File: config.mk
export PLATFORM = sky130hd
export DESIGN_NAME = mprf_part
export DESIGN_NICKNAME = d
export VERILOG_FILES = /design/src/rtl/mprf_decode.v /design/src/rtl/mprf_switch_map.v /design/src/rtl/mprf_part.v
export VERILOG_INCLUDE_DIRS = /design/src /design/src/rtl
export SDC_FILE = /design/constraint.sdc
export NUM_CORES = 1
export LEC_CHECK = 0
export BUFFER_PORTS_ARGS = -buffer_cell sky130_fd_sc_hd__buf_2
export CAP_MARGIN = 20
export CORE_AREA = 2 2 107 109
export DETAILED_ROUTE_END_ITERATION = 8
export DIE_AREA = 0 0 109 111
export HOLD_SLACK_MARGIN = 0.03
export PLACE_DENSITY = 0.82
export SETUP_SLACK_MARGIN = 0.05
export SKIP_LAST_GASP = 1
export SLEW_MARGIN = 20
export SYNTH_ARGS = -nofsm -noshare
export SYNTH_HDL_FRONTEND = slang
export SYNTH_HIERARCHICAL = 1
export SYNTH_SLANG_ARGS = --single-unit
File: constraint.sdc
create_clock -name clk_sys -period 6.2 [get_ports clk_sys]
set_clock_uncertainty 0.05 [all_clocks]
set_input_delay 0.93 -clock clk_sys [delete_from_list [all_inputs] [get_ports clk_sys]]
set_output_delay 0.93 -clock clk_sys [all_outputs]
set_load 0.01 [all_outputs]
File: src/rtl/mprf_map.vh
// Purpose: Constants for the part receive filter: register offsets, fields, codes
// Assumes: Wishbone classic, 32-bit data, byte addresses
// Notes: Included by every design file of the block
`ifndef MPRF_MAP_VH
`define MPRF_MAP_VH
// ----------------------------------------
// Register offsets
// ----------------------------------------
`define MPRF_CFG_ADDR 8'h00
`define MPRF_SW_ADDR 8'h04
`define MPRF_STAT_ADDR 8'h08
`define MPRF_CTRL_ADDR 8'h0C
// ----------------------------------------
// Config register fields
// ----------------------------------------
`define MPRF_CFG_CHAN_LSB 0
`define MPRF_CFG_GCHAN_LSB 5
`define MPRF_CFG_SUS_LSB 9
`define MPRF_CFG_PCF_BIT 12
`define MPRF_CFG_CCF_BIT 13
`define MPRF_CFG_GPC_BIT 14
`define MPRF_CFG_GCC_BIT 15
`define MPRF_CFG_PAT_BIT 16
`define MPRF_CFG_RESET 32'h0000_C010
// ----------------------------------------
// Switch register fields
// ----------------------------------------
`define MPRF_SW_FS1_LSB 0
`define MPRF_SW_FS3_LSB 4
`define MPRF_SW_FS3MODE_LSB 8
`define MPRF_SW_PEDRX_BIT 10
`define MPRF_SW_EN_LSB 11
`define MPRF_SW_RESET 32'h0000_3800
// ----------------------------------------
// Channel selector codes (0..15 = channel 1..16)
// ----------------------------------------
`define MPRF_CH_OMNI 5'h10
`define MPRF_CH_GLOBAL 5'h11
// ----------------------------------------
// Sustain response codes
// ----------------------------------------
`define MPRF_SUS_ENABLE 3'h0
`define MPRF_SUS_HOLD 3'h1
`define MPRF_SUS_AMUTE 3'h2
`define MPRF_SUS_PMUTE 3'h3
`define MPRF_SUS_ENABLE_I 3'h4
`define MPRF_SUS_HOLD_I 3'h5
`define MPRF_SUS_PMUTE_I 3'h6
`define MPRF_SUS_OFF 3'h7
// ----------------------------------------
// Footswitch response codes (bit 3 = inverted)
// ----------------------------------------
`define MPRF_FS_OFF 3'h0
`define MPRF_FS_SUSTAIN 3'h1
`define MPRF_FS_HOLD 3'h2
`define MPRF_FS_AMUTE 3'h3
`define MPRF_FS_PMUTE 3'h4
// ----------------------------------------
// Footswitch 3 global modes
// ----------------------------------------
`define MPRF_FS3_SWITCH 2'h0
`define MPRF_FS3_SWITCH_I 2'h1
`define MPRF_FS3_PEDAL_R 2'h2
`define MPRF_FS3_PEDAL_T 2'h3
// ----------------------------------------
// MIDI codes
// ----------------------------------------
`define MPRF_ST_NOTE_ON 4'h9
`define MPRF_ST_CC 4'hB
`define MPRF_ST_PC 4'hC
`define MPRF_CC_BANK_MSB 7'h00
`define MPRF_CC_PEDAL 7'h02
`define MPRF_CC_BANK_LSB 7'h20
`define MPRF_CC_FS1 7'h40
`define MPRF_CC_FS3 7'h42
`define MPRF_CC_ON_MIN 7'h40
`endif

File: src/rtl/mprf_decode.v
// Purpose: Decode a received channel message into type, channel and data
// Assumes: Message bytes arrive already assembled, one strobe per message
// Notes: Registered outputs, one cycle of latency
`timescale 1ns/10ps
`include "mprf_map.vh"
module mprf_decode (
    // Clock and reset
    input wire clk_sys,
    input wire rst_n,
    // Message in
    input wire msg_valid,
    input wire [7:0] msg_status,
    input wire [6:0] msg_data1,
    input wire [6:0] msg_data2,
    // Decoded out
    output reg dec_valid,
    output reg [3:0] dec_type,
    output reg [3:0] dec_chan,
    output reg [6:0] dec_d1,
    output reg [6:0] dec_d2
);
    // ----------------------------------------
    // Status split
    // ----------------------------------------
    always @(posedge clk_sys or negedge rst_n) begin
        if (!rst_n) begin
            dec_valid <= 1'b0;
            dec_type <= 4'h0;
            dec_chan <= 4'h0;
            dec_d1 <= 7'h00;
            dec_d2 <= 7'h00;
        end else begin
            // Only channel voice messages carry a channel
            dec_valid <= msg_valid && msg_status[7] && (msg_status[7:4] != 4'hF);
            dec_type <= msg_status[7:4];
            dec_chan <= msg_status[3:0];
            dec_d1 <= msg_data1;
            dec_d2 <= msg_data2;
        end
    end
endmodule

File: src/rtl/mprf_switch_map.v
// Purpose: Map an on/off controller event onto part actions by response code
// Assumes: Code 0 is off, bit 3 inverts polarity
// Notes: Combinational
`timescale 1ns/10ps
`include "mprf_map.vh"
module mprf_switch_map (
    // Event
    input wire ev_valid,
    input wire ev_on,
    input wire [3:0] resp,
    // Actions
    output reg set_sustain,
    output reg set_hold,
    output reg set_amute,
    output reg set_pmute,
    output wire level
);
    assign level = ev_on ^ resp[3];
    always @* begin
        set_sustain = 1'b0;
        set_hold = 1'b0;
        set_amute = 1'b0;
        set_pmute = 1'b0;
        if (ev_valid) begin
            case (resp[2:0])
                `MPRF_FS_SUSTAIN: set_sustain = 1'b1;
                `MPRF_FS_HOLD: set_hold = 1'b1;
                `MPRF_FS_AMUTE: set_amute = 1'b1;
                `MPRF_FS_PMUTE: set_pmute = 1'b1;
                default: set_sustain = 1'b0;
            endcase
        end
    end
endmodule

File: src/rtl/mprf_part.v
// Purpose: Per-part MIDI receive filter and footswitch response for one synth part
// Assumes: Wishbone classic slave, 32-bit data; MIDI bytes pre-assembled into messages
// Notes: Actions are levels held in flip-flops; events are one-cycle pulses
//
// Functional notes
// - Enable mode holds envelopes while sustain on
// - Hold mode follows sustain on and off
// - Mute modes follow sustain likewise
// - Sustain selector has eight settings
// - Inverted variants swap pedal polarity
// - Channel 1 to 16, omni, global
// - Global setting matches instrument global channel
// - Omni accepts any channel
// - Page-down learn takes note channel only
// - Footswitch 1 and 3 response selectors
// - Footswitch 3 selector only in switch mode
// - Pedal mode controller 2 gated per part
// - Disabled switch enable: no effect, no transmit
// - Enabled switch acts and transmits controller
// - Part program filter discards program changes
// - Global program disable overrides all parts
// - Program filter also blocks bank select
// - Part controller filter discards controllers
// - Global controller disable overrides all parts
// - Controller filter passes bank select
// - Pattern source selects program or override
// - Channel button on sysex page starts dump
`timescale 1ns/10ps
`include "mprf_map.vh"
module mprf_part (
    // Clock and reset
    input wire clk_sys,
    input wire nrst,
    // Wishbone slave
    input wire wb_cyc_i,
    input wire wb_stb_i,
    input wire wb_we_i,
    input wire [7:0] wb_adr_i,
    input wire [3:0] wb_sel_i,
    input wire [31:0] wb_dat_i,
    output reg [31:0] wb_dat_o,
    output reg wb_ack_o,
    // MIDI message in
    input wire msg_valid,
    input wire [7:0] msg_status,
    input wire [6:0] msg_data1,
    input wire [6:0] msg_data2,
    // Panel and local footswitches (pulses with level)
    input wire page_down_held,
    input wire sysex_page_active,
    input wire chan_button_press,
    input wire fsw_event,
    input wire [1:0] fsw_index,
    input wire fsw_on,
    input wire pedal_event,
    input wire [6:0] pedal_value,
    // Part actions
    output reg env_sustain,
    output reg arp_hold,
    output reg arp_mute,
    output reg part_mute,
    output reg prog_change_valid,
    output reg [6:0] prog_change_num,
    output reg cc_valid,
    output reg [6:0] cc_num,
    output reg [6:0] cc_value,
    output reg use_perf_pattern,
    output reg sysex_dump_start,
    // Controller transmit
    output reg tx_valid,
    output reg [7:0] tx_status,
    output reg [6:0] tx_data1,
    output reg [6:0] tx_data2
);
    // ----------------------------------------
    // Reset synchroniser
    // ----------------------------------------
    reg rst_meta;
    reg rst_n;
    always @(posedge clk_sys or negedge nrst) begin
        if (!nrst) begin
            rst_meta <= 1'b0;
            rst_n <= 1'b0;
        end else begin
            rst_meta <= 1'b1;
            rst_n <= rst_meta;
        end
    end

    // ----------------------------------------
    // Registers
    // ----------------------------------------
    reg [31:0] cfg;
    reg [31:0] sw;
    wire [4:0] part_channel = cfg[`MPRF_CFG_CHAN_LSB +: 5];
    wire [3:0] global_channel = cfg[`MPRF_CFG_GCHAN_LSB +: 4];
    wire [2:0] sustain_switch2_response = cfg[`MPRF_CFG_SUS_LSB +: 3];
    wire prog_filter = cfg[`MPRF_CFG_PCF_BIT];
    wire ctrl_filter = cfg[`MPRF_CFG_CCF_BIT];
    wire global_pc_en = cfg[`MPRF_CFG_GPC_BIT];
    wire global_cc_en = cfg[`MPRF_CFG_GCC_BIT];
    wire [3:0] footswitch_one_response = sw[`MPRF_SW_FS1_LSB +: 4];
    wire [3:0] footswitch_three_response = sw[`MPRF_SW_FS3_LSB +: 4];
    wire [1:0] fs3_mode = sw[`MPRF_SW_FS3MODE_LSB +: 2];
    wire pedal_rx = sw[`MPRF_SW_PEDRX_BIT];
    wire [2:0] sw_enable = sw[`MPRF_SW_EN_LSB +: 3];
    wire fs3_is_switch = (fs3_mode == `MPRF_FS3_SWITCH) || (fs3_mode == `MPRF_FS3_SWITCH_I);

    wire wb_req = wb_cyc_i && wb_stb_i && !wb_ack_o;
    wire wb_wr = wb_req && wb_we_i;
    wire learn_hit;
    wire [3:0] learn_chan;

    function [31:0] merge;
        input [31:0] old;
        input [31:0] din;
        input [3:0] sel;
        integer i;
        begin
            merge = old;
            for (i = 0; i < 4; i = i + 1) begin
                if (sel[i]) begin
                    merge[i*8 +: 8] = din[i*8 +: 8];
                end
            end
        end
    endfunction

    reg [31:0] next_cfg;
    always @* begin
        next_cfg = cfg;
        if (wb_wr && wb_adr_i == `MPRF_CFG_ADDR) begin
            next_cfg = merge(cfg, wb_dat_i, wb_sel_i);
        end
        if (learn_hit) begin
            next_cfg[`MPRF_CFG_CHAN_LSB +: 5] = {1'b0, learn_chan};
        end
        next_cfg[31:17] = 15'h0000;
    end

    always @(posedge clk_sys or negedge rst_n) begin
        if (!rst_n) begin
            cfg <= `MPRF_CFG_RESET;
            sw <= `MPRF_SW_RESET;
            wb_ack_o <= 1'b0;
            wb_dat_o <= 32'h0000_0000;
            use_perf_pattern <= 1'b0;
            sysex_dump_start <= 1'b0;
        end else begin
            cfg <= next_cfg;
            if (wb_wr && wb_adr_i == `MPRF_SW_ADDR) begin
                sw <= merge(sw, wb_dat_i, wb_sel_i) & 32'h0000_3FFF;
            end
            wb_ack_o <= wb_req;
            if (wb_req && !wb_we_i) begin
                case (wb_adr_i)
                    `MPRF_CFG_ADDR: wb_dat_o <= cfg;
                    `MPRF_SW_ADDR: wb_dat_o <= sw;
                    `MPRF_STAT_ADDR: wb_dat_o <= {28'h000_0000, part_mute, arp_mute, arp_hold, env_sustain};
                    default: wb_dat_o <= 32'h0000_0000;
                endcase
            end
            use_perf_pattern <= cfg[`MPRF_CFG_PAT_BIT];
            sysex_dump_start <= sysex_page_active && chan_button_press;
        end
    end

    // ----------------------------------------
    // Decode and channel match
    // ----------------------------------------
    wire dec_valid;
    wire [3:0] dec_type;
    wire [3:0] dec_chan;
    wire [6:0] dec_d1;
    wire [6:0] dec_d2;
    mprf_decode u_dec (
        .clk_sys(clk_sys),
        .rst_n(rst_n),
        .msg_valid(msg_valid),
        .msg_status(msg_status),
        .msg_data1(msg_data1),
        .msg_data2(msg_data2),
        .dec_valid(dec_valid),
        .dec_type(dec_type),
        .dec_chan(dec_chan),
        .dec_d1(dec_d1),
        .dec_d2(dec_d2)
    );

    reg chan_match;
    always @* begin
        if (part_channel == `MPRF_CH_OMNI) begin
            chan_match = 1'b1;
        end else if (part_channel == `MPRF_CH_GLOBAL) begin
            chan_match = (dec_chan == global_channel);
        end else begin
            chan_match = (dec_chan == part_channel[3:0]);
        end
    end

    // Note-on with velocity above zero is a played note
    assign learn_hit = dec_valid && page_down_held && dec_type == `MPRF_ST_NOTE_ON && dec_d2 != 7'h00;
    assign learn_chan = dec_chan;

    wire is_cc = dec_valid && chan_match && dec_type == `MPRF_ST_CC;
    wire is_pc = dec_valid && chan_match && dec_type == `MPRF_ST_PC;
    wire is_bank = (dec_d1 == `MPRF_CC_BANK_MSB) || (dec_d1 == `MPRF_CC_BANK_LSB);
    // Bank select is governed by the program filter and global program enable only
    wire cc_pass = is_cc && (is_bank ? (!prog_filter && global_pc_en)
                                     : (!ctrl_filter && global_cc_en));
    wire pc_pass = is_pc && !prog_filter && global_pc_en;

    // ----------------------------------------
    // Footswitch events (local and received)
    // ----------------------------------------
    wire loc_fs1 = fsw_event && fsw_index == 2'd0 && sw_enable[0];
    wire loc_fs2 = fsw_event && fsw_index == 2'd1 && sw_enable[1];
    wire loc_fs3 = fsw_event && fsw_index == 2'd2 && sw_enable[2] && fs3_is_switch;
    wire loc_ped = pedal_event && sw_enable[2] && !fs3_is_switch;
    wire rx_on = dec_d2 >= `MPRF_CC_ON_MIN;
    wire rx_fs1 = cc_pass && dec_d1 == `MPRF_CC_FS1 + 7'h01;
    wire ev2 = loc_fs2 || (cc_pass && dec_d1 == `MPRF_CC_FS1);
    wire ev2_on = loc_fs2 ? fsw_on : rx_on;
    wire ev1 = loc_fs1 || rx_fs1;
    wire ev1_on = loc_fs1 ? fsw_on : rx_on;
    wire ev3 = loc_fs3 || (cc_pass && fs3_is_switch && dec_d1 == `MPRF_CC_FS3);
    wire ev3_on = loc_fs3 ? (fsw_on ^ (fs3_mode == `MPRF_FS3_SWITCH_I)) : rx_on;

    // Sustain/switch 2 response as footswitch code
    reg [3:0] sus_code;
    always @* begin
        case (sustain_switch2_response)
            `MPRF_SUS_ENABLE: sus_code = {1'b0, `MPRF_FS_SUSTAIN};
            `MPRF_SUS_HOLD: sus_code = {1'b0, `MPRF_FS_HOLD};
            `MPRF_SUS_AMUTE: sus_code = {1'b0, `MPRF_FS_AMUTE};
            `MPRF_SUS_PMUTE: sus_code = {1'b0, `MPRF_FS_PMUTE};
            `MPRF_SUS_ENABLE_I: sus_code = {1'b1, `MPRF_FS_SUSTAIN};
            `MPRF_SUS_HOLD_I: sus_code = {1'b1, `MPRF_FS_HOLD};
            `MPRF_SUS_PMUTE_I: sus_code = {1'b1, `MPRF_FS_PMUTE};
            default: sus_code = {1'b0, `MPRF_FS_OFF};
        endcase
    end

    wire [3:0] s2_a;
    wire [3:0] s1_a;
    wire [3:0] s3_a;
    wire l2;
    wire l1;
    wire l3;
    mprf_switch_map u_map2 (
        .ev_valid(ev2), .ev_on(ev2_on), .resp(sus_code),
        .set_sustain(s2_a[0]), .set_hold(s2_a[1]), .set_amute(s2_a[2]), .set_pmute(s2_a[3]), .level(l2)
    );
    mprf_switch_map u_map1 (
        .ev_valid(ev1), .ev_on(ev1_on), .resp(footswitch_one_response),
        .set_sustain(s1_a[0]), .set_hold(s1_a[1]), .set_amute(s1_a[2]), .set_pmute(s1_a[3]), .level(l1)
    );
    mprf_switch_map u_map3 (
        .ev_valid(ev3), .ev_on(ev3_on), .resp(footswitch_three_response),
        .set_sustain(s3_a[0]), .set_hold(s3_a[1]), .set_amute(s3_a[2]), .set_pmute(s3_a[3]), .level(l3)
    );

    // ----------------------------------------
    // Action state, events and transmit
    // ----------------------------------------
    wire ped_rx = cc_pass && !fs3_is_switch && pedal_rx && dec_d1 == `MPRF_CC_PEDAL;
    always @(posedge clk_sys or negedge rst_n) begin
        if (!rst_n) begin
            env_sustain <= 1'b0;
            arp_hold <= 1'b0;
            arp_mute <= 1'b0;
            part_mute <= 1'b0;
            prog_change_valid <= 1'b0;
            prog_change_num <= 7'h00;
            cc_valid <= 1'b0;
            cc_num <= 7'h00;
            cc_value <= 7'h00;
            tx_valid <= 1'b0;
            tx_status <= 8'h00;
            tx_data1 <= 7'h00;
            tx_data2 <= 7'h00;
        end else begin
            if (s2_a[0]) env_sustain <= l2;
            else if (s1_a[0]) env_sustain <= l1;
            else if (s3_a[0]) env_sustain <= l3;
            if (s2_a[1]) arp_hold <= l2;
            else if (s1_a[1]) arp_hold <= l1;
            else if (s3_a[1]) arp_hold <= l3;
            if (s2_a[2]) arp_mute <= l2;
            else if (s1_a[2]) arp_mute <= l1;
            else if (s3_a[2]) arp_mute <= l3;
            if (s2_a[3]) part_mute <= l2;
            else if (s1_a[3]) part_mute <= l1;
            else if (s3_a[3]) part_mute <= l3;
            prog_change_valid <= pc_pass;
            if (pc_pass) prog_change_num <= dec_d1;
            // Pedal data reaches the part only when enabled for it
            cc_valid <= (cc_pass && dec_d1 != `MPRF_CC_PEDAL) || ped_rx || (loc_ped && pedal_rx);
            if (loc_ped) begin
                cc_num <= `MPRF_CC_PEDAL;
                cc_value <= pedal_value;
            end else if (cc_pass) begin
                cc_num <= dec_d1;
                cc_value <= dec_d2;
            end
            tx_valid <= loc_fs1 || loc_fs2 || loc_fs3 || loc_ped;
            tx_status <= {`MPRF_ST_CC, (part_channel[4] ? global_channel : part_channel[3:0])};
            tx_data1 <= loc_ped ? `MPRF_CC_PEDAL : (loc_fs3 ? `MPRF_CC_FS3 : `MPRF_CC_FS1 + {6'h00, loc_fs1});
            tx_data2 <= loc_ped ? pedal_value : (fsw_on ? 7'h7F : 7'h00);
        end
    end
endmodule

# Word level (Yosys, flattened, before mapping)
# Index checks and enable logic that the tools add are counted.
totals:
  out_inout_bits: 85
  elab_cells: 201
  input_bits: 87
  register_bits: 138
op_classes:
  bitwise_logic: 4
  n_addsub: 1
  reduce_logical: 72
  eq_ne: 37
  n_lt_le_gt_ge: 1
  muxes: 56
op_table:
  columns: ["operator", "n"]
  rows:
  - ["$mux 7", 8]
  - ["$pmux 17 s3", 1]
  - ["$mux 1", 42]
  - ["$logic_and 1x1->1", 38]
  - ["$pmux 4 s7", 1]
  - ["$eq 3x2->1 const B", 8]
  - ["$eq 7x7->1 const B", 3]
  - ["$eq 3x3->1 const B", 6]
  - ["$mux 5", 3]
  - ["$eq 3x1->1 const B", 4]
  - ["$eq 4x4->1 const B", 3]
  - ["$reduce_and 2->1", 6]
  - ["$reduce_bool 3->1", 4]
  - ["$eq 5x5->1 const B", 2]
  - ["$logic_or 1x1->1", 10]
  - ["$eq 4x4->1", 2]
  - ["$eq 8x3->1 const B", 1]
  - ["$eq 8x4->1 const B", 1]
  - ["$logic_not 8->1", 1]
  - ["$add 7x1->7 const A", 1]
  - ["$eq 7x2->1 const B", 1]
  - ["$eq 7x6->1 const B", 1]
  - ["$ge 7x7->1 const B", 1]
  - ["$logic_not 7->1", 1]
  - ["other kinds (11)", 22]

# Depth between registers and ports, before layout
# Gate-level depths: netlist of the first run.
depth:
  word_depth: 13
  depth_mapped: 13
  depth_no_buf: 11

# Cells and area by module
# Netlist of the first run, hierarchy kept.
modules_own_cells:
  columns: ["module", "n_inst", "area_per_inst_um2", "seq_area_each_um2", "cells_each"]
  rows:
  - ["mprf_part", 1, 4609.4, 2409.8, 431]
  - ["mprf_decode", 1, 585.6, 575.6, 25]
  - ["mprf_switch_map", 3, 57.6, 0.0, 5]

# Worst setup path after synthesis of the first run
# Ideal clock, no wire load.
synth_path:
  path_type: "flip-flop to flip-flop"
  startpoint: "register cfg[4]"
  endpoint: "register arp_mute"
  t_arrival_ns: 2.754
  setup_slack_ns: 3.269
  synth_period_minus_slack_ns: 2.931
  required_ns: 6.024
  stages_incl_launch_ff: 14
  path_buffers: 2
  setup_time_ns: 0.126
  cell_sequence: "dfstp_2 buf_2 nand2b_1 o311a_1 nor4b_2 a21o_1 buf_6 nand2_2 o41ai_2 and4b_2 mux2i_1 nor2_1 a21oi_1 o21ai_0"
synth_via:
  elab_chain_len: 11
  word_cells_on_any_way: 20
  cone_classes: "eq/ne (2); mux (7); reduce/logical (11)"
synth_rtl:
  columns: ["item", "line", "text"]
  rows:
  - ["start: declaration", "mprf_part.v:93", "reg [31:0] cfg;"]
  - ["start signal: assignment", "mprf_part.v:143", "cfg <= `MPRF_CFG_RESET;"]
  - ["start signal: assignment", "mprf_part.v:150", "cfg <= next_cfg;"]
  - ["$eq 5x5->1 (no line)", null, null]
  - ["$mux 1", "mprf_part.v:194", "end else if (part_channel == `MPRF_CH_GLOBAL) begin"]
  - ["$mux 1 (*)", "mprf_part.v:192", "if (part_channel == `MPRF_CH_OMNI) begin"]
  - ["$logic_and 1x1->1 (*)", "mprf_part.v:205", "wire is_cc = dec_valid && chan_match && dec_type == `MPRF_ST_CC;"]
  - ["$logic_and 1x1->1 (no line) (*)", null, null]
  - ["$logic_and 1x1->1 (*)", "mprf_part.v:209", "wire cc_pass = is_cc && (is_bank ? (!prog_filter && global_pc_en)"]
  - ["$logic_and 1x1->1 (*)", "mprf_part.v:226", "wire ev3 = loc_fs3 || (cc_pass && fs3_is_switch && dec_d1 == `MPRF_CC_FS3);"]
  - ["$logic_and 1x1->1 (no line) (*)", null, null]
  - ["$logic_or 1x1->1 (*)", "mprf_part.v:226", null]
  - ["via ev3", "mprf_part.v:226", null]
  - ["$mux 1 (*)", "mprf_switch_map.v:24", "if (ev_valid) begin"]
  - ["via s3_a[2]", "mprf_part.v:246", "wire [3:0] s3_a;"]
  - ["$reduce_bool 3->1 (no line) (*)", null, null]
  - ["end signal: assignment", "mprf_part.v:289", "if (s2_a[2]) arp_mute <= l2;"]
  - ["end signal: assignment", "mprf_part.v:290", "else if (s1_a[2]) arp_mute <= l1;"]
  - ["end signal: assignment", "mprf_part.v:291", "else if (s3_a[2]) arp_mute <= l3;"]
  - ["end: declaration", "mprf_part.v:60", "output reg arp_mute,"]
# The timed path passes the listed nets; every way through them passes the cells marked *.
# A chain may end at the register's enable or synchronous reset.

# Worst setup path after layout of the first run
layout_path:
  startpoint: "register cfg[2]"
  endpoint: "register part_mute"
layout_via:
  elab_chain_len: 11
  word_cells_on_any_way: 21
  cone_classes: "eq/ne (3); mux (7); reduce/logical (11)"
layout_rtl:
  columns: ["item", "line", "text"]
  rows:
  - ["$eq 5x5->1 (no line) or $eq 4x4->1 (tied branches)", null, null]
  - ["$mux 1", "mprf_part.v:194", null]
  - ["$mux 1 (*)", "mprf_part.v:192", null]
  - ["$logic_and 1x1->1 (*)", "mprf_part.v:205", null]
  - ["$logic_and 1x1->1 (no line) (*)", null, null]
  - ["$logic_and 1x1->1 (*)", "mprf_part.v:209", null]
  - ["$logic_and 1x1->1 (*)", "mprf_part.v:226", null]
  - ["$logic_and 1x1->1 (no line) (*)", null, null]
  - ["$logic_or 1x1->1 (*)", "mprf_part.v:226", null]
  - ["via ev3", "mprf_part.v:226", null]
  - ["$mux 1 (*)", "mprf_switch_map.v:24", null]
  - ["via s3_a[3]", "mprf_part.v:246", null]
  - ["$reduce_bool 3->1 (no line) (*)", null, null]
  - ["end signal: assignment", "mprf_part.v:292", "if (s2_a[3]) part_mute <= l2;"]
  - ["end signal: assignment", "mprf_part.v:293", "else if (s1_a[3]) part_mute <= l1;"]
  - ["end signal: assignment", "mprf_part.v:294", "else if (s3_a[3]) part_mute <= l3;"]
  - ["end: declaration", "mprf_part.v:61", "output reg part_mute,"]
# Marked as above.

==> run summary, run 1 <==
The flow ran to the end, and the final reports show no timing, DRC or antenna violations. The setup slack of the worst register-to-register path was 2.59 ns. Of all nets on the critical path, the largest fanout is 10.

Counting along the longest clock path gives a buffer depth of 2. Adding up every negative setup slack in the final design gives 0 ns. For the number of top-level pins, the log shows 172. The endpoint identified for the worst register-to-register timing path is part_mute. The worst ir drop on vdd was 180.8 µV; the number of cell rows was 39. The post-synthesis async set-or-reset flop share works out to 100.0%. For the initial antenna violation count, the log shows 0.

After detailed routing, the average wire length per cell comes to 17.40 µm. The final critical-path share of the clock period was 58.20%. Setup repair after global routing left no endpoint under its margin. For the pin with the worst max-slew slack, the measured transition is 0.9758 ns. In this run, CTS created clock tree buffers numbering 17. The class of the worst hold path is in2async. Once detail routing completed, the nets flagged for antenna violations numbered 0. The wire-length estimate of the detail-placed layout is 9369 µm.

The die extent in x was 109 µm. The element type at the critical path start was a register. For the total congestion overflow, the log shows 0. The number of max-cap violations is 0. Count of flip-flops with a built-in enable after synthesis: 0. The sequential share of power came out at 42.0%. The startpoint identified for the worst register-to-register timing path is cfg[2].

The clock latency on the worst-skew pair was 0.41 ns. The height of the chip was 111 µm; the CTS H-tree depth was 4. The share of total power dissipated in the clock network is 53.1%. The relative slew slack is 34.70%, and the post-route non-filler standard cell count is 761. The combinational share of power was 4.9%.

The clock input transition at the sequential cells of the worst setup and hold paths is 0.05 ns, and the total routing usage reported by global routing is 22.54%. At the worst endpoint, the required time is 6.43 ns. The area of the die is 12,100 µm². The tools report the gate count after technology mapping as 471. Data arrives at the worst endpoint at 3.84 ns.

For this block, the routed nets add up to 13,240 µm of wire. The cell-internal power came out at 0.001541 W. Count of port buffers added during placement: 135. In the final layout, the share of cells above drive strength 1 is 38.19%. During synthesis, Yosys emitted a total of 6 warnings. The logic depth of the worst register-to-register path works out to 11. The capturing element type of the critical path was a register. The time the worst path needs with I/O delays and setup was 3.608 ns.

After detailed placement, the design holds a cell count of 729. The sequential cells in the finished layout cover a total of 2989 µm². The number of global-route vias before repair was 4,213; the final non-filler cell area was 6700 µm². In this run the power spent charging and discharging nets is 0.0004184 W. The tools report the number of remaining DRC errors as 0. Of the total power, the share spent switching nets is 21.36%. Entering global routing, the biggest net connects 67 pins. Summing all multi-input logic gate instances after layout gives 2205 µm².

The average vias per placed instance was 5.522. After synthesis the cells add up to 5368 µm². The logs give 0 for the hold buffer count at CTS and 263 for the initial DRC count. After synthesis, flip-flops and latches occupy 55.62% of the total area.

Setup violations remaining at the end of the flow were counted as 0. The final-report max-slew violation count is 0, and the layout filler cell count is 892. The total leakage power came out at 3.256 nW.

The tools report the net total in the final layout as 692. The count of cells resized by post-cts repair was 0. From synthesis to final layout, the design area changed by 24.83%. The tree is rooted in a sky130_fd_sc_hd__clkbuf_16. The hold violation total from the final report is 0, and the mean area per synthesized cell is 11.40 µm². The initial utilization of the core area, before any placement, comes to 48.46%. The core region area is 11,080 µm².

The total inserted antenna cells is 0, and the global-route wire length before repair is 21,070 µm. The run gives 0.9447 as the final weighted congestion of routability-driven global placement. Post-CTS timing repair inserted 0 buffers for setup.

For this run, the leading register cell type out of synthesis is sky130_fd_sc_hd__dfrtp_1. In this run the power density over the cells is 292.4 nW/µm². The path type of the worst setup path was reg2reg.

Placement-stage cell area: 6068 µm². TritonCTS built the clock tree. Derived from the worst setup path, the maximum achievable clock frequency is 0.2771 GHz.

The tools report the length of the first detailed-routing pass in iterations as 4. Across all layers, the routed design uses 4,202 vias. The sink count of the clock tree is 119, and the count of state elements after synthesis is 119. The number of distinct library cells after synthesis was 56.
## final cells by class
| class | count | area share [%] |
|---|---|---|
| clock buffer | 23 | 7.134 |
| clock inverter | 9 | 2.204 |
| inverter | 3 | 0.1681 |
| multi-input combinational | 327 | 32.90 |
| sequential | 119 | 44.61 |
| tap | 143 | 2.670 |
| timing repair buffer | 137 | 10.31 |
## routing by layer
layer | global-route usage [%] | vias to the layer above | share of wire (%)
met3 | 6.349 | 25 | 6.3
met2 | 35.90 | 158 | 50
met1 | 29.24 | 2091 | 41
met4 | 8.291 | 0 | 2.1
li1 | - | 1928 | -
met5 | 0 | - | 0
## critical path, cell delays in order, from the launching register on
cell,delay [ns]
sky130_fd_sc_hd__dfrtp_1,0.46
sky130_fd_sc_hd__or2_4,0.31
sky130_fd_sc_hd__o311a_1,0.35
sky130_fd_sc_hd__nor4b_2,0.38
sky130_fd_sc_hd__a21o_1,0.42
sky130_fd_sc_hd__nand2_2,0.12
sky130_fd_sc_hd__o41ai_2,0.56
sky130_fd_sc_hd__and4bb_2,0.31
sky130_fd_sc_hd__mux2i_1,0.22
sky130_fd_sc_hd__nor2_1,0.07
sky130_fd_sc_hd__a21oi_1,0.12
sky130_fd_sc_hd__o21ai_0,0.10
## worst max-delay path by stage
stage,start,end,slack [ns],cells after the start
4_1_cts,cfg[2],part_mute,2.60,11
6_report,cfg[2],part_mute,2.59,11
2_1_floorplan,rst_n,arp_hold,2.60,0
5_1_grt,cfg[2],part_mute,2.38,11
3_3_place_gp,cfg[2],arp_mute,2.76,11
3_5_place_dp,cfg[2],part_mute,2.65,11
## cell usage after synthesis (all sizes together), types with 2 or more instances
cell	instances	area, µm²
a211o	3	26.28
nand2	53	201.5
and3	5	31.28
inv	3	11.26
or3	4	25.02
buf	26	191.4
mux2i	14	140.1
nand3b	2	15.01
o41ai	2	25.03
mux2	40	457.9
clkbuf	16	61.30
and4bb	9	112.6
nor3	13	65.06
or2	2	15.02
nor4	3	18.77
conb	2	7.510
dfstp	6	157.7
and2	4	25.02
xor2	4	35.03
nand4b	4	35.03
nand2b	6	37.54
nor2b	5	31.28
o221a	7	78.83
nand3	12	72.57
and4b	3	33.78
o31ai	8	60.06
dfrtp	113	2828
a31oi	2	12.51
nand4	2	12.51
a21oi	19	95.09
a22oi	10	75.07
o21ai	33	165.2
nor2	22	82.58
## state kept, by name (all words and copies together), names as in the netlist, 7 cells and up
register         flops
u_dec/dec_d2         7
tx_data2             7
cc_value             7
prog_change_num      7
cfg                 17
wb_dat_o            17
cc_num               7
sw                  14
u_dec/dec_d1         7
## power by group through the flow
| stage | clock network, W | logic [W] | registers (W) |
|---|---|---|---|
| floorplan | 0 | 0.0000560 | 0.000837 |
| global placement | 0 | 0.0000919 | 0.000834 |
| detailed placement | 0 | 0.0000950 | 0.000836 |
| CTS | 0.00105 | 0.0000959 | 0.000823 |
| global route | 0.00109 | 0.000108 | 0.000827 |
| finish | 0.00104 | 0.0000960 | 0.000823 |
## through the flow
step / hold WS, ns / util, % / total power, W / setup slack (ns)
after floorplan: 0.2812 / - / 0.0008929 / 2.600
after global placement: 0.2837 / 54.78 / 0.0009263 / 2.765
after detailed placement: 0.2942 / 54.78 / 0.0009310 / 2.646
after CTS: 0.2318 / 60.43 / 0.001970 / 2.603
after global routing: 0.2301 / 60.49 / 0.002024 / 2.381
final: 0.2428 / 60.49 / 0.001959 / 2.592
## cells in the final DEF (no fill, tap or decap), types with 10 or more instances in the layout
cell type                     n
sky130_fd_sc_hd__a21oi_1     19
sky130_fd_sc_hd__a22oi_1     10
sky130_fd_sc_hd__buf_2      135
sky130_fd_sc_hd__clkbuf_16   17
sky130_fd_sc_hd__conb_1      22
sky130_fd_sc_hd__dfrtp_1    112
sky130_fd_sc_hd__mux2_2      38
sky130_fd_sc_hd__mux2i_1     14
sky130_fd_sc_hd__nand2_1     52
sky130_fd_sc_hd__nand3_1     11
sky130_fd_sc_hd__nor2_1      22
sky130_fd_sc_hd__nor3_1      12
sky130_fd_sc_hd__o21ai_0     33
## cell families after synthesis
logic type	share of synthesized area [%]
AND/OR/NAND/NOR	16.08
other	0.1399
flip-flops	55.62
XOR/XNOR	0.8158
buffers and inverters	4.918
AO/OA/AOI/OAI	11.28
multiplexers	11.14
Note: power is estimated with default switching activity, not from simulation.
==> run 2, diff against run 1 <==
Clock period 6.2 ns to 3.56 ns, I/O delays scaled along.
==> run 2 against run 1 <==
Utilization increased by 0.12 points. Die area unchanged. Design area increased by 0.21%. Highest routed layer unchanged. Sequential power increased by 74%. Register-to-register slack got worse by 2.3 ns. Global-route usage decreased by 0.36 points.
==> run summary, run 2 (synthesized netlist as in run 1, its figures left out) <==
The total leakage power was 3.264 nW (+0.24%). The number of buffers created by CTS came out at 17 (unchanged). The end of the worst register-to-register path was arp_hold. Total congestion overflow: 0 (unchanged).

The critical path goes through or2_4 > o311a_1 > nor4b_2 > a21o_1 > nand2_2 > o41ai_2 > and4bb_2 > mux2i_1 > nor2_1 > a21oi_1 > o21ai_0. The routed wire length is 12,760 µm (-3.7%). The starting utilization of the core area came out at 48.46% (unchanged).

The tools report the required time of the critical path as 3.78 ns (-2.65 ns). The critical register-to-register path startpoint is cfg[2]. The number of max-cap violations came out at 0 (unchanged).

The number of remaining DRC errors is 0 (unchanged), and the largest stage delay on the critical path is 0.52 ns (-0.04 ns). The largest registers in the layout are cfg (17), wb_dat_o (17), sw (14). The worst-margin pin slew was 0.9011 ns (-0.07471 ns). Leading cell type in the layout, fill and taps excluded: sky130_fd_sc_hd__buf_2.

Count of endpoints failing setup in the final report: 0 (unchanged). Maximum fanout along the worst path: 8 (-2). Setup repair after global routing left no endpoint under its margin. The fraction of layout cells with a size suffix above 1 is 38.36% (+0.18 points), and the final weighted congestion of routability-driven global placement is 0.9124 (-3.4%).

Worst ir drop on vdd: 290.8 µV (+61%). For the number of global-route vias before repair, the log shows 4,247 (+0.81%). For the hold slack, the log shows 0.1852 ns (-0.05766 ns). The area of the die was 12,100 µm² (unchanged).

The path type of the worst setup path is reg2reg. The top cell types in the final layout, fill and taps aside, are 135 x sky130_fd_sc_hd__buf_2, 112 x sky130_fd_sc_hd__dfrtp_1, 52 x sky130_fd_sc_hd__nand2_1. The flow ran to the end, and the final reports show no timing, DRC or antenna violations.

For the initial DRC count, the log shows 330 (+25%). The time the worst path needs with I/O delays and setup works out to 3.307 ns (-0.3012 ns). The worst setup path is launched from a register.

The die extent in x is 109 µm (unchanged), and the height of the chip is 111 µm (unchanged). The tools report the total inserted antenna cells as 0 (unchanged). The smallest setup slack after layout was 0.2530 ns (-2.339 ns); the relative slew slack was 39.70% (+5.0 points). The critical path ends at arp_hold. Area added between synthesis and finish: 25.08%. Average vias per placed instance: 5.503 (-0.35%). The pin count of the biggest net entering global routing came out at 62 (-7.5%). Final routed wire length divided by cell count: 16.65 µm (-4.3%).

The hold buffer count at CTS is 1 (+1). The placement-stage cell area was 6111 µm² (+0.70%). In this run the worst setup path begins at cfg[2]. Final critical-path share of the clock period: 92.89% (+35 points). The tools report the layout filler cell count as 903 (+1.2%). The setup slack of the worst register-to-register path was 0.25 ns (-2.34 ns); the global-route wire length before repair was 20,690 µm (-1.8%). The sink count of the clock tree came out at 119 (unchanged).

Clock tree synthesis selected as its root buffer the cell sky130_fd_sc_hd__clkbuf_16. The logs give 11,080 µm² (unchanged) for the core region area and 4,215 (+0.31%) for the via count. The number of buffers inserted to repair setup after CTS is 0 (unchanged).

The tightest min-delay check is of the in2reg type. Clock input transition at the sequential cells of the worst setup and hold paths: 0.06 ns (about the same). The capturing element type of the critical path is a register. Post-route setup TNS: 0 ns (unchanged). Total routing usage reported by global routing: 22.18% (-0.36 points). The CTS H-tree depth is 4 (unchanged), and the final non-filler cell area is 6714 µm² (+0.21%).

The count of cells resized by post-cts repair was 0 (unchanged). The run gives 0 (unchanged) as the initial antenna violation count. The net total in the final layout was 697 (+0.72%).

The tools report the final-report max-slew violation count as 0 (unchanged). The count of port buffers added during placement was 135 (unchanged); the arrival time reported for the critical path endpoint was 3.53 ns (-0.31 ns). The half-perimeter wire length of the detailed placement result was 9394 µm (+0.27%).

The tools report the number of nets still failing antenna checks after routing as 0 (unchanged). The logic depth of the worst register-to-register path was 11 (unchanged); the placement-stage worst setup slack was 0.3963 ns (-2.249 ns). TritonCTS built the clock tree. The power per cell area was 492.0 nW/µm² (+68%); the achievable frequency was 0.3024 GHz (+9.1%). The slowest cell on the critical path was sky130_fd_sc_hd__o41ai_2.

The hold violation total from the final report came out at 0 (unchanged). The number of buffers on the longest clock path was 2 (unchanged). The run gives 5 (+1) as the length of the first detailed-routing pass in iterations. The tools report the number of top-level pins as 172 (unchanged).

The number of cell rows was 39 (unchanged); the clock latency on the worst-skew pair was 0.40 ns (about the same).
run 2: layout make-up:
type	count	area [µm²]	area share (%)
flip-flops and latches	119	2989	44.52
inverters	3	11.26	0.1677
well taps	143	178.9	2.665
repair buffers	142	743.2	11.07
multi-input cells	327	2198	32.74
clock inverters	9	125.1	1.864
clock buffers	23	467.9	6.970
run 2: per-stage QoR:
stage | instances | utilization (%) | total power [W]
after global placement | 733 | 55.17 | 0.001616
after CTS | 766 | 60.61 | 0.003328
after detailed placement | 733 | 55.17 | 0.001624
after global routing | 766 | 60.61 | 0.003428
after floorplan | 491 | - | 0.001555
final | 766 | 60.61 | 0.003304
run 2: how the worst min path moves through the flow:
| stage | startpoint | endpoint | slack (ns) | cells past startpoint |
|---|---|---|---|---|
| after floorplan | nrst | rst_meta | 0.19 | 0 |
| after global placement | nrst | rst_meta | 0.27 | 1 |
| after detailed placement | nrst | rst_meta | 0.27 | 1 |
| after CTS | msg_data1[3] | u_dec/dec_d1[3] | 0.17 | 1 |
| after global routing | msg_data1[3] | u_dec/dec_d1[3] | 0.16 | 1 |
| final | msg_data1[3] | u_dec/dec_d1[3] | 0.19 | 1 |
run 2: power breakdown:
group	total [W]	leakage, nW	internal (W)	switching [W]
Clock	0.00170	0.287	0.00113	0.000569
Combinational	0.000169	1.46	0.0000755	0.0000939
Sequential	0.00143	1.52	0.00139	0.0000441
run 2: critical path, delay by kind of cell, from the launching register on:
| family | cells | cell delay (ns) |
|---|---|---|
| AOI/OAI and AO/OA | 5 | 1.29 |
| and+or+nand+nor | 5 | 1.15 |
| DFF | 1 | 0.46 |
| muxes | 1 | 0.23 |
run 2: metal layers:
metal / vias to the layer above / wire length, µm / share of wire (%) / track usage, %
met3: 25 / 874 / 6.9 / 7.466
met1: 2085 / 5202 / 41 / 27.77
met4: 0 / 257 / 2.0 / 8.034
met5: - / 0 / 0 / 0
met2: 167 / 6421 / 50 / 35.57
li1: 1938 / - / - / -
==> run 3, diff against run 2 <==
Settings changed: CORE_AREA 2 2 107 109 to 5 5 110 112, DIE_AREA 0 0 109 111 to 0 0 115 117, SKIP_LAST_GASP 1 to unset.
Clock period 3.56 ns to 4.2 ns, I/O delays scaled along.
==> run 3 against run 2 <==
Setup slack better by 0.34 ns. Design area increased by 1.2%. Final cell count decreased by 0.26%. Non-clock buffer count is 2 lower. Flip-flop and latch count unchanged. Sequential power fell by 15%. Clock power is essentially flat.
==> run summary, run 3 (synthesized netlist as in run 1, its figures left out) <==
The number of top-level pins came out at 172 (unchanged). For the met3 demand-to-capacity share in global routing, the log shows 6.530% (-0.94 points). The tools report the starting utilization of the core area as 48.25% (-0.21 points). The run gives 4,328 (+1.9%) as the number of global-route vias before repair. The run gives 3.300 nW (+1.1%) as the total leakage power. For the area of the die, the log shows 13,460 µm² (+11%). The fraction of layout cells with a size suffix above 1 is 38.81% (+0.45 points), and the number of buffers inserted to repair setup after CTS is 0 (unchanged).

The power per cell area was 451.9 nW/µm² (-8.2%). The number of nets still failing antenna checks after routing is 0 (unchanged), and the routed wire length is 13,390 µm (+5.0%). Number of buffer and inverter stages on the critical path: 0 (unchanged). The tools report the length of the first detailed-routing pass in iterations as 4 (-1). In this design, the largest share of critical-path delay is due to compound AO/OA/AOI/OAI gates. The library cell used most frequently in the layout, excluding fill and tap cells, is sky130_fd_sc_hd__buf_2. The flow ran to the end, and the final reports show no timing, DRC or antenna violations.

The logs give 910 (+0.78%) for the layout filler cell count and 3.85 ns (+0.32 ns) for the arrival time reported for the critical path endpoint. The tools report the sink count of the clock tree as 119 (unchanged). Leaving out fill and tap cells, the most frequent cells in the layout are 135 x sky130_fd_sc_hd__buf_2, 112 x sky130_fd_sc_hd__dfrtp_1, 52 x sky130_fd_sc_hd__nand2_1. Hold violation total from the final report: 0 (unchanged). TritonCTS built the clock tree. The met2 usage in global routing was 34.38% (-1.2 points); the number of buffers on the longest clock path was 2 (unchanged).

The total design power is 0.003071 W (-7.0%). The via count came out at 4,199 (-0.38%). The tools report the core utilization of the finished layout as 61.08% (+0.47 points).

The run gives 695 (-0.29%) as the net total in the final layout. In the final layout, the registers with the most flip-flops are cfg (17), wb_dat_o (17), sw (14). The placement-stage cell area is 6083 µm² (-0.45%). Clock tree synthesis selected as its root buffer the cell sky130_fd_sc_hd__clkbuf_16. Hold slack: 0.1990 ns (+0.01382 ns). The die extent in x was 115 µm (+5.5%). Class of the worst hold path: reg2async.

Core region area: 11,130 µm² (+0.44%). STA classifies the critical path startpoint as a register. The initial antenna violation count was 0 (unchanged); the pin count of the biggest net entering global routing was 49 (-21%). The number of cell rows was 39 (unchanged); the total congestion overflow was 0 (unchanged). Relative slew slack: 40.37% (+0.66 points). The tools report the total routing usage reported by global routing as 20.65% (-1.5 points). Setup repair after global routing left no endpoint under its margin.

The slowest stage of the critical path is the sky130_fd_sc_hd__o41ai_2 cell. The run gives 21,220 µm (+2.6%) as the global-route wire length before repair. The final critical-path share of the clock period is 85.87% (-7.0 points), and the number of buffers created by CTS is 17 (unchanged). The achievable frequency is 0.2773 GHz (-8.3%), and the final non-filler cell area is 6795 µm² (+1.2%). The most crowded layer after global routing was met2. The average vias per placed instance came out at 5.496 (-0.12%).

The number of max-cap violations is 0 (unchanged), and the worst-margin pin slew is 0.8912 ns (-0.009933 ns). Height of the chip: 117 µm (+5.4%). The critical path in this run is classified as reg2reg. The time the worst path needs with I/O delays and setup was 3.606 ns (+0.2994 ns); the post-route setup TNS was 0 ns (unchanged). Capturing element type of the critical path: a register. The half-perimeter wire length of the detailed placement result was 9980 µm (+6.2%); the final routed wire length divided by cell count was 17.52 µm (+5.2%).

The clock input transition at the sequential cells of the worst setup and hold paths was 0.05 ns (about the same); the worst ir drop on vdd was 280.0 µV (-3.7%). Initial DRC count: 223 (-32%). Required time of the critical path: 4.44 ns (+0.66 ns). The final weighted congestion of routability-driven global placement came out at 0.8670 (-5.0%). The critical path goes through or2_4 > o311a_1 > nor4b_2 > a21o_1 > nand2_2 > o41ai_2 > and4bb_2 > mux2i_1 > nor2_1 > a21oi_1 > o21ai_0. The clock latency on the worst-skew pair came out at 0.42 ns (+0.02 ns).

Total inserted antenna cells: 0 (unchanged). The area added between synthesis and finish was 26.60%; the count of cells resized by post-cts repair was 0 (unchanged). The count of port buffers added during placement is 135 (unchanged). The maximum fanout along the worst path is 10 (+2), and the count of endpoints failing setup in the final report is 0 (unchanged). The largest stage delay on the critical path is 0.53 ns (about the same), and the met1 track utilization from global routing is 24.59% (-3.2 points).

The logs give 0 (unchanged) for the final-report max-slew violation count and 4 (unchanged) for the CTS H-tree depth. The number of remaining DRC errors came out at 0 (unchanged).
-- run 3: per-layer routing --
metal / up-vias / part of all wire (%)
li1: 1938 / -
met1: 2076 / 40
met2: 158 / 50
met3: 27 / 7.2
met4: 0 / 2.1
met5: - / 0
-- run 3: final timing paths --
kind	startpoint	end	slack, ns	cells past startpoint
max	cfg[2]	arp_hold	0.59	11
min	rst_n	u_dec/dec_d1[4]	0.20	0
max reg2reg	cfg[2]	arp_hold	0.59	11
min reg2reg	rst_n	u_dec/dec_d1[4]	0.20	0
max in group asynchronous	rst_n	tx_status[0]	2.97	1
min in group clk_sys	msg_status[3]	u_dec/dec_chan[3]	0.27	1
-- run 3: where the power goes --
| part | switching [W] | internal, W | leakage, nW | total (W) |
|---|---|---|---|---|
| Combinational | 0.0000849 | 0.0000625 | 1.44 | 0.000147 |
| Sequential | 0.0000331 | 0.00118 | 1.52 | 0.00121 |
| Clock | 0.000513 | 0.00120 | 0.339 | 0.00171 |
| Total | 0.000631 | 0.00244 | 3.30 | 0.00307 |
-- run 3: what timing repair did --
action,in CTS,in global routing
endpoints found under the hold margin,2,0
endpoints found under the setup margin,0,0
hold buffers,1,0
-- run 3: layout make-up --
| class | instances | area (µm²) | area share (%) |
|---|---|---|---|
| sequential | 119 | 2989 | 43.99 |
| multi-input combinational | 327 | 2198 | 32.35 |
| timing repair buffer | 140 | 715.7 | 10.53 |
| clock buffer | 19 | 452.9 | 6.665 |
| clock inverter | 13 | 249.0 | 3.664 |
| tap | 143 | 178.9 | 2.633 |
| inverter | 3 | 11.26 | 0.1657 |
-- run 3: through the flow --
step                      std cells  setup slack (ns)
after CTS                       764            0.6162
after floorplan                 491            0.5998
final                           764            0.5935
after global routing            764            0.3466
after detailed placement        731            0.6629
after global placement          731            0.7912
